$ cat src/shared/aoscl_cfg.svh
// Purpose: Constants of the analog monitor output scaler
// Assumes: 200 MHz clock, quantities normalised so that 16384 is 100 percent
// Notes:   Offsets are byte addresses on the AHB-Lite register port
`ifndef AOSCL_CFG_SVH
`define AOSCL_CFG_SVH

// ==========================================================
// Timing
`define AOSCL_CLK_MHZ      200
`define AOSCL_STEP_US      625
`define AOSCL_STEP_CYC     (`AOSCL_STEP_US * `AOSCL_CLK_MHZ)

// ==========================================================
// Number formats
`define AOSCL_Q_W          16
`define AOSCL_Q_FULL       16384
`define AOSCL_Q_FRAC       14
`define AOSCL_NMON         28
`define AOSCL_SEL_W        5
`define AOSCL_GAIN_W       14
`define AOSCL_GAIN_MAX     10000
`define AOSCL_GAIN_RST     1000
`define AOSCL_BIAS_W       11
`define AOSCL_BIAS_MAX     1000
`define AOSCL_RECIP        16777
`define AOSCL_RECIP_W      17
`define AOSCL_RECIP_SH     24
`define AOSCL_BIAS_SH      10
`define AOSCL_Y_W          21
`define AOSCL_FILT_W       6
`define AOSCL_FILT_MAX     50
`define AOSCL_FILT_SH      4
`define AOSCL_DAC_W        12
`define AOSCL_DAC_TOP      4095
`define AOSCL_DAC_LOW      819
`define AOSCL_DAC_SPAN     (`AOSCL_DAC_TOP - `AOSCL_DAC_LOW)

// ==========================================================
// Selection codes
`define AOSCL_CODE_BASIC_LAST  9
`define AOSCL_CODE_VEC_FIRST   10
`define AOSCL_CODE_VEC_LAST    13
`define AOSCL_CODE_VQ          17
`define AOSCL_CODE_VD          18
`define AOSCL_CODE_PID_FIRST   21
`define AOSCL_CODE_PID_LAST    25
`define AOSCL_CODE_COMM        28

// ==========================================================
// Register map
`define AOSCL_OFF_SEL1     8'h00
`define AOSCL_OFF_GAIN1    8'h04
`define AOSCL_OFF_BIAS1    8'h08
`define AOSCL_OFF_SEL2     8'h0c
`define AOSCL_OFF_GAIN2    8'h10
`define AOSCL_OFF_BIAS2    8'h14
`define AOSCL_OFF_TYPE     8'h18
`define AOSCL_OFF_FILT     8'h1c
`define AOSCL_OFF_COMM     8'h20
`define AOSCL_OFF_STAT     8'h24
`define AOSCL_OFF_OUT1     8'h28
`define AOSCL_OFF_OUT2     8'h2c
`define AOSCL_ADDR_W       8
`define AOSCL_STAT_OK_LSB  8
`define AOSCL_OUT_CUR_BIT  16
`define AOSCL_HSIZE_WORD   3'h2
`define AOSCL_HRESP_OKAY   1'h0

`endif

$ cat src/shared/aoscl_pkg.sv
// Purpose: Types shared by the analog monitor output scaler
// Assumes: aoscl_cfg.svh gives all widths and code limits
// Notes:   Code validity lives here since both channels decode it
`include "aoscl_cfg.svh"
package aoscl_pkg;

	typedef logic signed [`AOSCL_Q_W-1:0] aoscl_q_t;
	typedef logic signed [`AOSCL_Y_W-1:0] aoscl_y_t;
	typedef aoscl_q_t [`AOSCL_NMON-1:0] aoscl_mon_t;

	typedef enum logic [1:0] {
		AOSCL_MODE_VPH = 2'b00,
		AOSCL_MODE_SLV = 2'b01,
		AOSCL_MODE_PM  = 2'b10,
		AOSCL_MODE_RSV = 2'b11
	} aoscl_mode_e;

	typedef struct packed {
		logic        [`AOSCL_SEL_W-1:0]  sel;
		logic        [`AOSCL_GAIN_W-1:0] gain;
		logic signed [`AOSCL_BIAS_W-1:0] bias;
	} aoscl_chcfg_t;

	typedef struct packed {
		logic                     is_current;
		logic [`AOSCL_DAC_W-1:0]  code;
	} aoscl_ao_t;

	// ==========================================================
	// Code acceptance per control mode
	function automatic logic aoscl_code_ok(input logic [`AOSCL_SEL_W-1:0] c, input aoscl_mode_e m);
		logic vec;
		vec = (m == AOSCL_MODE_SLV) || (m == AOSCL_MODE_PM);
		if (c <= `AOSCL_SEL_W'(`AOSCL_CODE_BASIC_LAST)) begin
			aoscl_code_ok = 1'b1;
		end else if (c >= `AOSCL_SEL_W'(`AOSCL_CODE_PID_FIRST) && c <= `AOSCL_SEL_W'(`AOSCL_CODE_PID_LAST)) begin
			aoscl_code_ok = 1'b1;
		end else if (c >= `AOSCL_SEL_W'(`AOSCL_CODE_VEC_FIRST) && c <= `AOSCL_SEL_W'(`AOSCL_CODE_VEC_LAST)) begin
			aoscl_code_ok = vec;
		end else if (c == `AOSCL_SEL_W'(`AOSCL_CODE_VQ) || c == `AOSCL_SEL_W'(`AOSCL_CODE_VD)) begin
			aoscl_code_ok = vec;
		end else begin
			aoscl_code_ok = (c == `AOSCL_SEL_W'(`AOSCL_CODE_COMM));
		end
	endfunction

endpackage

$ cat src/rtl/aoscl_chan.sv
// Purpose: Select one monitor quantity and apply gain and bias
// Assumes: Gain and bias in 0.1 percent steps
// Notes:   Refused codes give a zero quantity, so only the bias shows
`timescale 1ns/100ps
`include "aoscl_cfg.svh"
module aoscl_chan (
	input  wire logic                  clk_i,
	input  wire logic                  resetn_i,
	input  wire aoscl_pkg::aoscl_mon_t   mon_i,
	input  wire aoscl_pkg::aoscl_q_t     comm_i,
	input  wire aoscl_pkg::aoscl_mode_e  mode_i,
	input  wire aoscl_pkg::aoscl_chcfg_t cfg_i,
	output logic                       sel_ok_o,
	output aoscl_pkg::aoscl_y_t        y_o
);
	import aoscl_pkg::*;

	// ==========================================================
	// Selection, gain and bias
	aoscl_q_t           q;
	logic signed [30:0] prod;
	logic signed [47:0] scaled;
	logic signed [31:0] bterm;
	aoscl_y_t           y_nxt;
	logic               ok_nxt;

	always_comb begin
		ok_nxt = aoscl_code_ok(cfg_i.sel, mode_i);
		if (!ok_nxt) begin
			q = '0;
		end else if (cfg_i.sel == `AOSCL_SEL_W'(`AOSCL_CODE_COMM)) begin
			q = comm_i;
		end else begin
			q = mon_i[cfg_i.sel];
		end
		// Divide by 1000 through a reciprocal, avoiding a divider
		prod   = q * $signed({1'b0, cfg_i.gain});
		scaled = prod * $signed(`AOSCL_RECIP_W'(`AOSCL_RECIP));
		bterm  = cfg_i.bias * $signed(`AOSCL_RECIP_W'(`AOSCL_RECIP));
		y_nxt  = scaled[`AOSCL_RECIP_SH +: `AOSCL_Y_W] + bterm[`AOSCL_BIAS_SH +: `AOSCL_Y_W];
	end

	always_ff @(posedge clk_i) begin
		if (!resetn_i) begin
			y_o      <= '0;
			sel_ok_o <= 1'b0;
		end else begin
			y_o      <= y_nxt;
			sel_ok_o <= ok_nxt;
		end
	end

endmodule // aoscl_chan

$ cat src/rtl/aoscl_filt.sv
// Purpose: First-order output filter, saturation and converter code
// Assumes: tick_i pulses once per filter step
// Notes:   Time constant is ftime_i times sixteen steps
`timescale 1ns/100ps
`include "aoscl_cfg.svh"
module aoscl_filt (
	input  wire logic                      clk_i,
	input  wire logic                      resetn_i,
	input  wire logic                      tick_i,
	input  wire logic [`AOSCL_FILT_W-1:0]  ftime_i,
	input  wire logic                      is_current_i,
	input  wire aoscl_pkg::aoscl_y_t       x_i,
	output aoscl_pkg::aoscl_ao_t           ao_o
);
	import aoscl_pkg::*;

	localparam int ACC_W = `AOSCL_Y_W + `AOSCL_FILT_SH;

	// ==========================================================
	// Filter state
	logic signed [ACC_W-1:0]  acc_r, acc_nxt;
	logic signed [ACC_W:0]    diff;
	logic [`AOSCL_FILT_W-1:0] cnt_r, cnt_nxt;
	aoscl_y_t                 y;
	logic [`AOSCL_Q_FRAC:0]   ysat;
	logic [26:0]              span;
	aoscl_ao_t                ao_nxt;

	always_comb begin
		diff    = {x_i[`AOSCL_Y_W-1], x_i, `AOSCL_FILT_SH'(0)} - {acc_r[ACC_W-1], acc_r};
		acc_nxt = acc_r;
		cnt_nxt = cnt_r;
		if (ftime_i == '0) begin
			acc_nxt = {x_i, `AOSCL_FILT_SH'(0)};
			cnt_nxt = '0;
		end else if (tick_i) begin
			if (cnt_r >= ftime_i - 1'b1) begin
				cnt_nxt = '0;
				acc_nxt = acc_r + ACC_W'(diff >>> `AOSCL_FILT_SH);
			end else begin
				cnt_nxt = cnt_r + 1'b1;
			end
		end
		y = acc_r[ACC_W-1:`AOSCL_FILT_SH];
		// Saturate to 0..100 percent of the range
		if (y < 0) begin
			ysat = '0;
		end else if (y > `AOSCL_Y_W'(`AOSCL_Q_FULL)) begin
			ysat = (`AOSCL_Q_FRAC+1)'(`AOSCL_Q_FULL);
		end else begin
			ysat = y[`AOSCL_Q_FRAC:0];
		end
		ao_nxt.is_current = is_current_i;
		if (is_current_i) begin
			span        = ysat * 12'(`AOSCL_DAC_SPAN);
			ao_nxt.code = `AOSCL_DAC_W'(`AOSCL_DAC_LOW) + span[`AOSCL_Q_FRAC +: `AOSCL_DAC_W];
		end else begin
			span        = ysat * 12'(`AOSCL_DAC_TOP);
			ao_nxt.code = span[`AOSCL_Q_FRAC +: `AOSCL_DAC_W];
		end
	end

	always_ff @(posedge clk_i) begin
		if (!resetn_i) begin
			acc_r <= '0;
			cnt_r <= '0;
			ao_o  <= '0;
		end else begin
			acc_r <= acc_nxt;
			cnt_r <= cnt_nxt;
			ao_o  <= ao_nxt;
		end
	end

endmodule // aoscl_filt

$ cat src/rtl/aoscl_top.sv
// Purpose: Analog monitor output scaler with AHB-Lite register port
// Assumes: Single word transfers, monitor inputs synchronous to clk_i
// Notes:   Zero wait states, every response OKAY
`timescale 1ns/100ps
`include "aoscl_cfg.svh"
module aoscl_top #(
	parameter int STEP_CYC = `AOSCL_STEP_CYC
) (
	input  wire logic                       clk_i,
	input  wire logic                       resetn_i,
	input  wire logic                       hsel_i,
	input  wire logic [`AOSCL_ADDR_W-1:0]   haddr_i,
	input  wire logic [1:0]                 htrans_i,
	input  wire logic                       hwrite_i,
	input  wire logic [2:0]                 hsize_i,
	input  wire logic [31:0]                hwdata_i,
	input  wire logic                       hready_i,
	output logic                            hreadyout_o,
	output logic                            hresp_o,
	output logic [31:0]                     hrdata_o,
	input  wire aoscl_pkg::aoscl_mon_t      mon_i,
	input  wire aoscl_pkg::aoscl_mode_e     ctrl_mode_i,
	output aoscl_pkg::aoscl_ao_t            first_analog_output_o,
	output aoscl_pkg::aoscl_ao_t            second_analog_output_o
);
	import aoscl_pkg::*;

	generate
		if (STEP_CYC < 2) begin : g_bad_step
			$error("STEP_CYC must be at least 2");
		end
	endgenerate

	localparam int PRE_W = $clog2(STEP_CYC);

	// ==========================================================
	// Write clamping helpers
	function automatic logic [`AOSCL_GAIN_W-1:0] clamp_gain(input logic [31:0] w);
		if (w > 32'(`AOSCL_GAIN_MAX)) begin
			clamp_gain = `AOSCL_GAIN_W'(`AOSCL_GAIN_MAX);
		end else begin
			clamp_gain = w[`AOSCL_GAIN_W-1:0];
		end
	endfunction

	function automatic logic signed [`AOSCL_BIAS_W-1:0] clamp_bias(input logic [31:0] w);
		logic signed [31:0] s;
		s = $signed(w);
		if (s > 32'sd`AOSCL_BIAS_MAX) begin
			clamp_bias = `AOSCL_BIAS_W'(`AOSCL_BIAS_MAX);
		end else if (s < -32'sd`AOSCL_BIAS_MAX) begin
			clamp_bias = -`AOSCL_BIAS_W'(`AOSCL_BIAS_MAX);
		end else begin
			clamp_bias = s[`AOSCL_BIAS_W-1:0];
		end
	endfunction

	// ==========================================================
	// Bus phase tracking
	logic                      wen_r, wen_nxt;
	logic [`AOSCL_ADDR_W-1:0]  waddr_r, waddr_nxt;
	logic [31:0]               rdata_r, rdata_nxt;
	logic                      accept;

	// ==========================================================
	// Configuration registers
	aoscl_chcfg_t              ch_r [2];
	aoscl_chcfg_t              ch_nxt [2];
	logic [1:0]                type_r, type_nxt;
	logic [`AOSCL_FILT_W-1:0]  filt_r, filt_nxt;
	aoscl_q_t                  comm_r, comm_nxt;

	// ==========================================================
	// Datapath links
	aoscl_y_t                  y [2];
	logic [1:0]                sel_ok;
	aoscl_ao_t                 ao [2];
	logic [PRE_W-1:0]          pre_r, pre_nxt;
	logic                      tick_r, tick_nxt;

	assign accept      = hsel_i && htrans_i[1] && hready_i;
	assign hreadyout_o = 1'b1;
	assign hresp_o     = `AOSCL_HRESP_OKAY;
	assign hrdata_o    = rdata_r;

	assign first_analog_output_o  = ao[0];
	assign second_analog_output_o = ao[1];

	// ==========================================================
	// Register writes in the data phase
	always_comb begin
		ch_nxt   = ch_r;
		type_nxt = type_r;
		filt_nxt = filt_r;
		comm_nxt = comm_r;
		if (wen_r) begin
			case (waddr_r)
				`AOSCL_OFF_SEL1: begin
					ch_nxt[0].sel = hwdata_i[`AOSCL_SEL_W-1:0];
				end
				`AOSCL_OFF_GAIN1: begin
					ch_nxt[0].gain = clamp_gain(hwdata_i);
				end
				`AOSCL_OFF_BIAS1: begin
					ch_nxt[0].bias = clamp_bias(hwdata_i);
				end
				`AOSCL_OFF_SEL2: begin
					ch_nxt[1].sel = hwdata_i[`AOSCL_SEL_W-1:0];
				end
				`AOSCL_OFF_GAIN2: begin
					ch_nxt[1].gain = clamp_gain(hwdata_i);
				end
				`AOSCL_OFF_BIAS2: begin
					ch_nxt[1].bias = clamp_bias(hwdata_i);
				end
				`AOSCL_OFF_TYPE: begin
					type_nxt = hwdata_i[1:0];
				end
				`AOSCL_OFF_FILT: begin
					// Longest setting caps the filter at half a second
					if (hwdata_i > 32'(`AOSCL_FILT_MAX)) begin
						filt_nxt = `AOSCL_FILT_W'(`AOSCL_FILT_MAX);
					end else begin
						filt_nxt = hwdata_i[`AOSCL_FILT_W-1:0];
					end
				end
				`AOSCL_OFF_COMM: begin
					comm_nxt = hwdata_i[`AOSCL_Q_W-1:0];
				end
				default: begin
					comm_nxt = comm_r;
				end
			endcase
		end
	end

	// ==========================================================
	// Address phase capture and read data
	always_comb begin
		wen_nxt   = accept && hwrite_i && (hsize_i == `AOSCL_HSIZE_WORD);
		waddr_nxt = accept ? haddr_i : waddr_r;
		rdata_nxt = rdata_r;
		if (accept && !hwrite_i) begin
			// Read from the next values so a write just before is seen
			rdata_nxt = '0;
			case (haddr_i)
				`AOSCL_OFF_SEL1: begin
					rdata_nxt = 32'(ch_nxt[0].sel);
				end
				`AOSCL_OFF_GAIN1: begin
					rdata_nxt = 32'(ch_nxt[0].gain);
				end
				`AOSCL_OFF_BIAS1: begin
					rdata_nxt = 32'(ch_nxt[0].bias);
				end
				`AOSCL_OFF_SEL2: begin
					rdata_nxt = 32'(ch_nxt[1].sel);
				end
				`AOSCL_OFF_GAIN2: begin
					rdata_nxt = 32'(ch_nxt[1].gain);
				end
				`AOSCL_OFF_BIAS2: begin
					rdata_nxt = 32'(ch_nxt[1].bias);
				end
				`AOSCL_OFF_TYPE: begin
					rdata_nxt = 32'(type_nxt);
				end
				`AOSCL_OFF_FILT: begin
					rdata_nxt = 32'(filt_nxt);
				end
				`AOSCL_OFF_COMM: begin
					rdata_nxt = 32'(comm_nxt);
				end
				`AOSCL_OFF_STAT: begin
					rdata_nxt[1:0] = ctrl_mode_i;
					rdata_nxt[`AOSCL_STAT_OK_LSB +: 2] = sel_ok;
				end
				`AOSCL_OFF_OUT1: begin
					rdata_nxt[`AOSCL_DAC_W-1:0]   = ao[0].code;
					rdata_nxt[`AOSCL_OUT_CUR_BIT] = ao[0].is_current;
				end
				`AOSCL_OFF_OUT2: begin
					rdata_nxt[`AOSCL_DAC_W-1:0]   = ao[1].code;
					rdata_nxt[`AOSCL_OUT_CUR_BIT] = ao[1].is_current;
				end
				default: begin
					rdata_nxt = '0;
				end
			endcase
		end
	end

	always_ff @(posedge clk_i) begin
		if (!resetn_i) begin
			wen_r   <= 1'b0;
			waddr_r <= '0;
			rdata_r <= '0;
		end else begin
			wen_r   <= wen_nxt;
			waddr_r <= waddr_nxt;
			rdata_r <= rdata_nxt;
		end
	end

	always_ff @(posedge clk_i) begin
		if (!resetn_i) begin
			for (int i = 0; i < 2; i++) begin
				ch_r[i].sel  <= '0;
				ch_r[i].gain <= `AOSCL_GAIN_W'(`AOSCL_GAIN_RST);
				ch_r[i].bias <= '0;
			end
			type_r <= '0;
			filt_r <= '0;
			comm_r <= '0;
		end else begin
			ch_r   <= ch_nxt;
			type_r <= type_nxt;
			filt_r <= filt_nxt;
			comm_r <= comm_nxt;
		end
	end

	// ==========================================================
	// Filter step divider
	always_comb begin
		tick_nxt = 1'b0;
		if (pre_r == PRE_W'(STEP_CYC - 1)) begin
			pre_nxt  = '0;
			tick_nxt = 1'b1;
		end else begin
			pre_nxt = pre_r + 1'b1;
		end
	end

	always_ff @(posedge clk_i) begin
		if (!resetn_i) begin
			pre_r  <= '0;
			tick_r <= 1'b0;
		end else begin
			pre_r  <= pre_nxt;
			tick_r <= tick_nxt;
		end
	end

	// ==========================================================
	// Two output channels
	generate
		for (genvar g = 0; g < 2; g++) begin : g_ch
			aoscl_chan u_chan (
				.clk_i    (clk_i),
				.resetn_i (resetn_i),
				.mon_i    (mon_i),
				.comm_i   (comm_r),
				.mode_i   (ctrl_mode_i),
				.cfg_i    (ch_r[g]),
				.sel_ok_o (sel_ok[g]),
				.y_o      (y[g])
			);
			// Type bit 1 steers the first output, bit 0 the second
			aoscl_filt u_filt (
				.clk_i        (clk_i),
				.resetn_i     (resetn_i),
				.tick_i       (tick_r),
				.ftime_i      (filt_r),
				.is_current_i (type_r[1-g]),
				.x_i          (y[g]),
				.ao_o         (ao[g])
			);
		end
	endgenerate

endmodule // aoscl_top

$ cat config.mk
export PLATFORM = sky130hd
export DESIGN_NAME = aoscl_top
export DESIGN_NICKNAME = d
export VERILOG_FILES = /design/src/shared/aoscl_pkg.sv /design/src/rtl/aoscl_chan.sv /design/src/rtl/aoscl_filt.sv /design/src/rtl/aoscl_top.sv
export VERILOG_INCLUDE_DIRS = /design/src /design/src/shared
export SDC_FILE = /design/constraint.sdc
export NUM_CORES = 2
export LEC_CHECK = 0
export BUFFER_PORTS_ARGS = -buffer_cell sky130_fd_sc_hd__buf_2
export CAP_MARGIN = 20
export CORE_UTILIZATION = 30
export CTS_BUF_LIST = sky130_fd_sc_hd__clkbuf_8
export DETAILED_ROUTE_END_ITERATION = 12
export GPL_ROUTABILITY_DRIVEN = 1
export MAX_ROUTING_LAYER = met4
export PLACE_DENSITY_LB_ADDON = 0.3
export RECOVER_POWER = 100
export SYNTH_ARGS = -nofsm -noshare
export SYNTH_HDL_FRONTEND = slang
export SYNTH_SLANG_ARGS = --single-unit
$ cat constraint.sdc
create_clock -name clk_i -period 37.6 [get_ports clk_i]
set_clock_uncertainty 0.05 [all_clocks]
set_input_delay 1.88 -clock clk_i [delete_from_list [all_inputs] [get_ports clk_i]]
set_output_delay 1.88 -clock clk_i [all_outputs]
set_load 0.01 [all_outputs]
==> out/qor.txt <==
Initial antenna violation count = 43
Cell mode on critical path = fa_1
Overall via count from detail_route = 54400
Synth Warn # = 0
Post-synth EDFFs = 0
Die outline area = 230000 um^2
Met2 usage in global routing = 32.7%
Violations in the final reports = max-capacitance violations, max-slew violations
Largest net degree at the start of global routing = 101
Congestion Overflow GR = 0
Distinct cell type count of the synthesized netlist = 92
Worst Hold Path EP = pre_r[0]
Crit path capture type = flip-flop
Max H-tree Level = 2
Max-slew violations = 405
Die Y-Extent = 479 um
Net count, final = 10300
Cell count after synthesis = 7391
Number of setup buffers added after CTS = 0
Met3 Resource Use GR = 2.42%
Root buffer cell = clkbuf_8
Initial core utilization = 30.3%
Logic depth of the worst register-to-register path = 60
Width of the die = 479 um
Cell type contributing the most total cell area after synthesis = fa_1
Instance count after placement with tap cells included = 10800
Relative max-transition margin = -188%
Arrival time worst endpoint = 22370 ps
Clock period minus worst slack = 21920 ps
Number of nets with antenna violations after detailed routing = 0
Number of placed I/O pins = 560
# Max-Cap Violations = 9
Met1 GRT Util = 24.0%
Gates resized, CTS repair = 0
Register clock-pin slew on the reported worst setup and hold paths = 60 ps
Finished Core Util = 33.6%
Sum of net half-perimeters after detailed placement = 187 mm
Number of standard cells in the final layout excluding fillers = 10900
Total Routed Length = 217 mm
DR iter-0 viols = 3054
CTS Sinks = 261
DRC = 0
Final Hold Viols = 0
GRT busiest layer = met2
Count of buffers inserted at the top-level ports = 556
Via count of the first global-routing pass = 57300
Placer congestion estimate = 0.999
Critical path class = reg -> reg
Row count = 174
Synthesized area per cell = 9.24 um^2
Routed len/inst = 19.9 um
Outcome = finished with violations
Cell class contributing the biggest share of worst-path delay = adder cells
R2R Setup Slk = 15680 ps
Netlist Area Pre-Place = 68300 um^2
Leading cell types by count after synthesis = inv_1 (1313), ha_1 (1081), fa_1 (904)
Worst Min Path Start = pre_r[0]
Maximum number of buffers from clock root to sink = 3
RSZ-0062 raised after global routing = false
Biggest area contributors in the synthesized netlist = fa_1 (26%), ha_1 (20%), mux4_2 (8.1%)
Reg-to-reg critical path endpoint = g_ch[1].u_chan.y_o[20]
Global-route wire length before repair = 337 mm
Type of origin of the critical path = flip-flop
Number of buffers inserted during clock tree synthesis = 47
Syn Nets = 9876
TritonCTS clock tree = yes
Share of flip-flops with an asynchronous set or reset after synthesis = 0%
Class of the worst hold path = reg -> reg
GRT Resource Usage Total = 19.5%
Hold buffer count at cts = 0
Placeable core region = 226000 um^2
Worst Hold Depth = 1
Largest fanout of any net on the critical path = 44
Endpoint required time on the critical path = 38050 ps
Share of layout cells above drive strength 1 = 12.6%
Highest attainable clock frequency = 0.0456 GHz
Worst path max stage delay = 2570 ps
#FFs+latches synth = 261
Most common flop cell mapped by yosys = dfxtp_1
Sequential fraction of the synthesis area = 7.65%
FF-to-FF Start = ch_r[25]
1st-pass router iterations = 5
Final clock period utilization by the worst path = 58.3%
Vias/cell = 4.99
Worst Path Buf+Inv = 10
Share of the synthesized area in the top cell type = 26.5%
Setup_tns = 0 ps
Cell with the most instances after synthesis = inv_1
Worst-skew pair later-pin latency = 670 ps
Highest-delay cell along the critical path = clkbuf_1
Total setup violations reported at the end of the flow = 0
Least-Margin Pin Slew = 4320 ps
Relative area change from synthesis to final layout = 10.8%
[how the worst max path moves through the flow]
stage               start                      to  slack (ps)  cells past startpoint
2_1_floorplan  mon_i[119]  g_ch[1].u_chan.y_o[20]       22390                     59
3_3_place_gp     ch_r[25]  g_ch[1].u_chan.y_o[20]       19850                     61
3_5_place_dp     ch_r[25]  g_ch[1].u_chan.y_o[20]       20040                     60
4_1_cts          ch_r[25]  g_ch[1].u_chan.y_o[20]       19970                     60
5_1_grt          ch_r[25]  g_ch[1].u_chan.y_o[20]       14030                     60
6_report         ch_r[25]  g_ch[1].u_chan.y_o[20]       15680                     60
[metal layers]
layer | routed length (um) | part of all wire, % | up-vias
met5 | 0 | 0 | -
met4 | 8370 | 3.9 | 0
met3 | 11000 | 5.1 | 301
met2 | 105000 | 48 | 1380
met1 | 92700 | 43 | 27100
li1 | - | - | 25600
[cell families after synthesis]
| family | after synthesis | share of synthesized area [%] |
|---|---|---|
| AOI/OAI and AO/OA | 1022 | 9.57 |
| buffers and inverters | 1574 | 8.78 |
| muxes | 371 | 9.97 |
| DFF | 261 | 7.65 |
| other | 2 | 0.0110 |
| adders and majority gates | 1985 | 46.3 |
| and+or+nand+nor | 1798 | 12.8 |
| xor gates and xnor gates | 378 | 4.91 |
[cell usage in the layout (no fill, tap or decap), types with 94 or more instances in the layout]
cell / n
nor3_1: 94
and2_1: 297
nand2_1: 490
inv_1: 1325
mux4_2: 246
fa_1: 904
xnor2_1: 222
ha_1: 1081
a21oi_1: 339
mux2i_1: 106
buf_2: 498
dfxtp_1: 254
xor2_1: 153
nor2_1: 467
buf_4: 103
o21ai_0: 178
[flip-flops by register name (all words and copies together) (netlist names)]
signal,cells
g_ch.u_chan.sel_ok_o,2
filt_r,6
waddr_r,8
comm_r,16
tick_r,1
g_ch.u_filt.cnt_r,12
pre_r,17
hrdata_o,18
ch_r,60
g_ch.u_filt.ao_o,26
g_ch.u_chan.y_o,42
g_ch.u_filt.acc_r,50
type_r,2
wen_r,1
[area by class of cell]
class / count / area [um^2]
diodes: 37 / 92.6
clock buffers: 54 / 743
clock inverters: 32 / 239
fillers: 23400 / 150000
inverters: 1316 / 4940
multi-input cells: 5556 / 57200
flip-flops and latches: 261 / 5240
well taps: 2992 / 3740
repair buffers: 669 / 3520
[worst reg2reg max path: cells and delay by family (launching register included)]
family                     cells  cell delay, ps
muxes                          2            1020
DFF                            1            1410
and+or+nand+nor                7            1540
xor gates and xnor gates       4            1160
AOI/OAI and AO/OA             22            4910
adders and majority gates     15            6330
buffers and inverters         10            5360
[stage by stage]
step | worst slack (ps) | hold slack, ps | cell area [um^2]
after global placement | 19850 | 381 | 74700
after global routing | 14030 | 412 | 75700
after detailed placement | 20040 | 389 | 74800
after floorplan | 22390 | 368 | 68300
after CTS | 19970 | 379 | 75700
final | 15680 | 393 | 75700
Power is not shown: default switching activity piles up to over one toggle a cycle in this logic, so the estimate is an artifact.
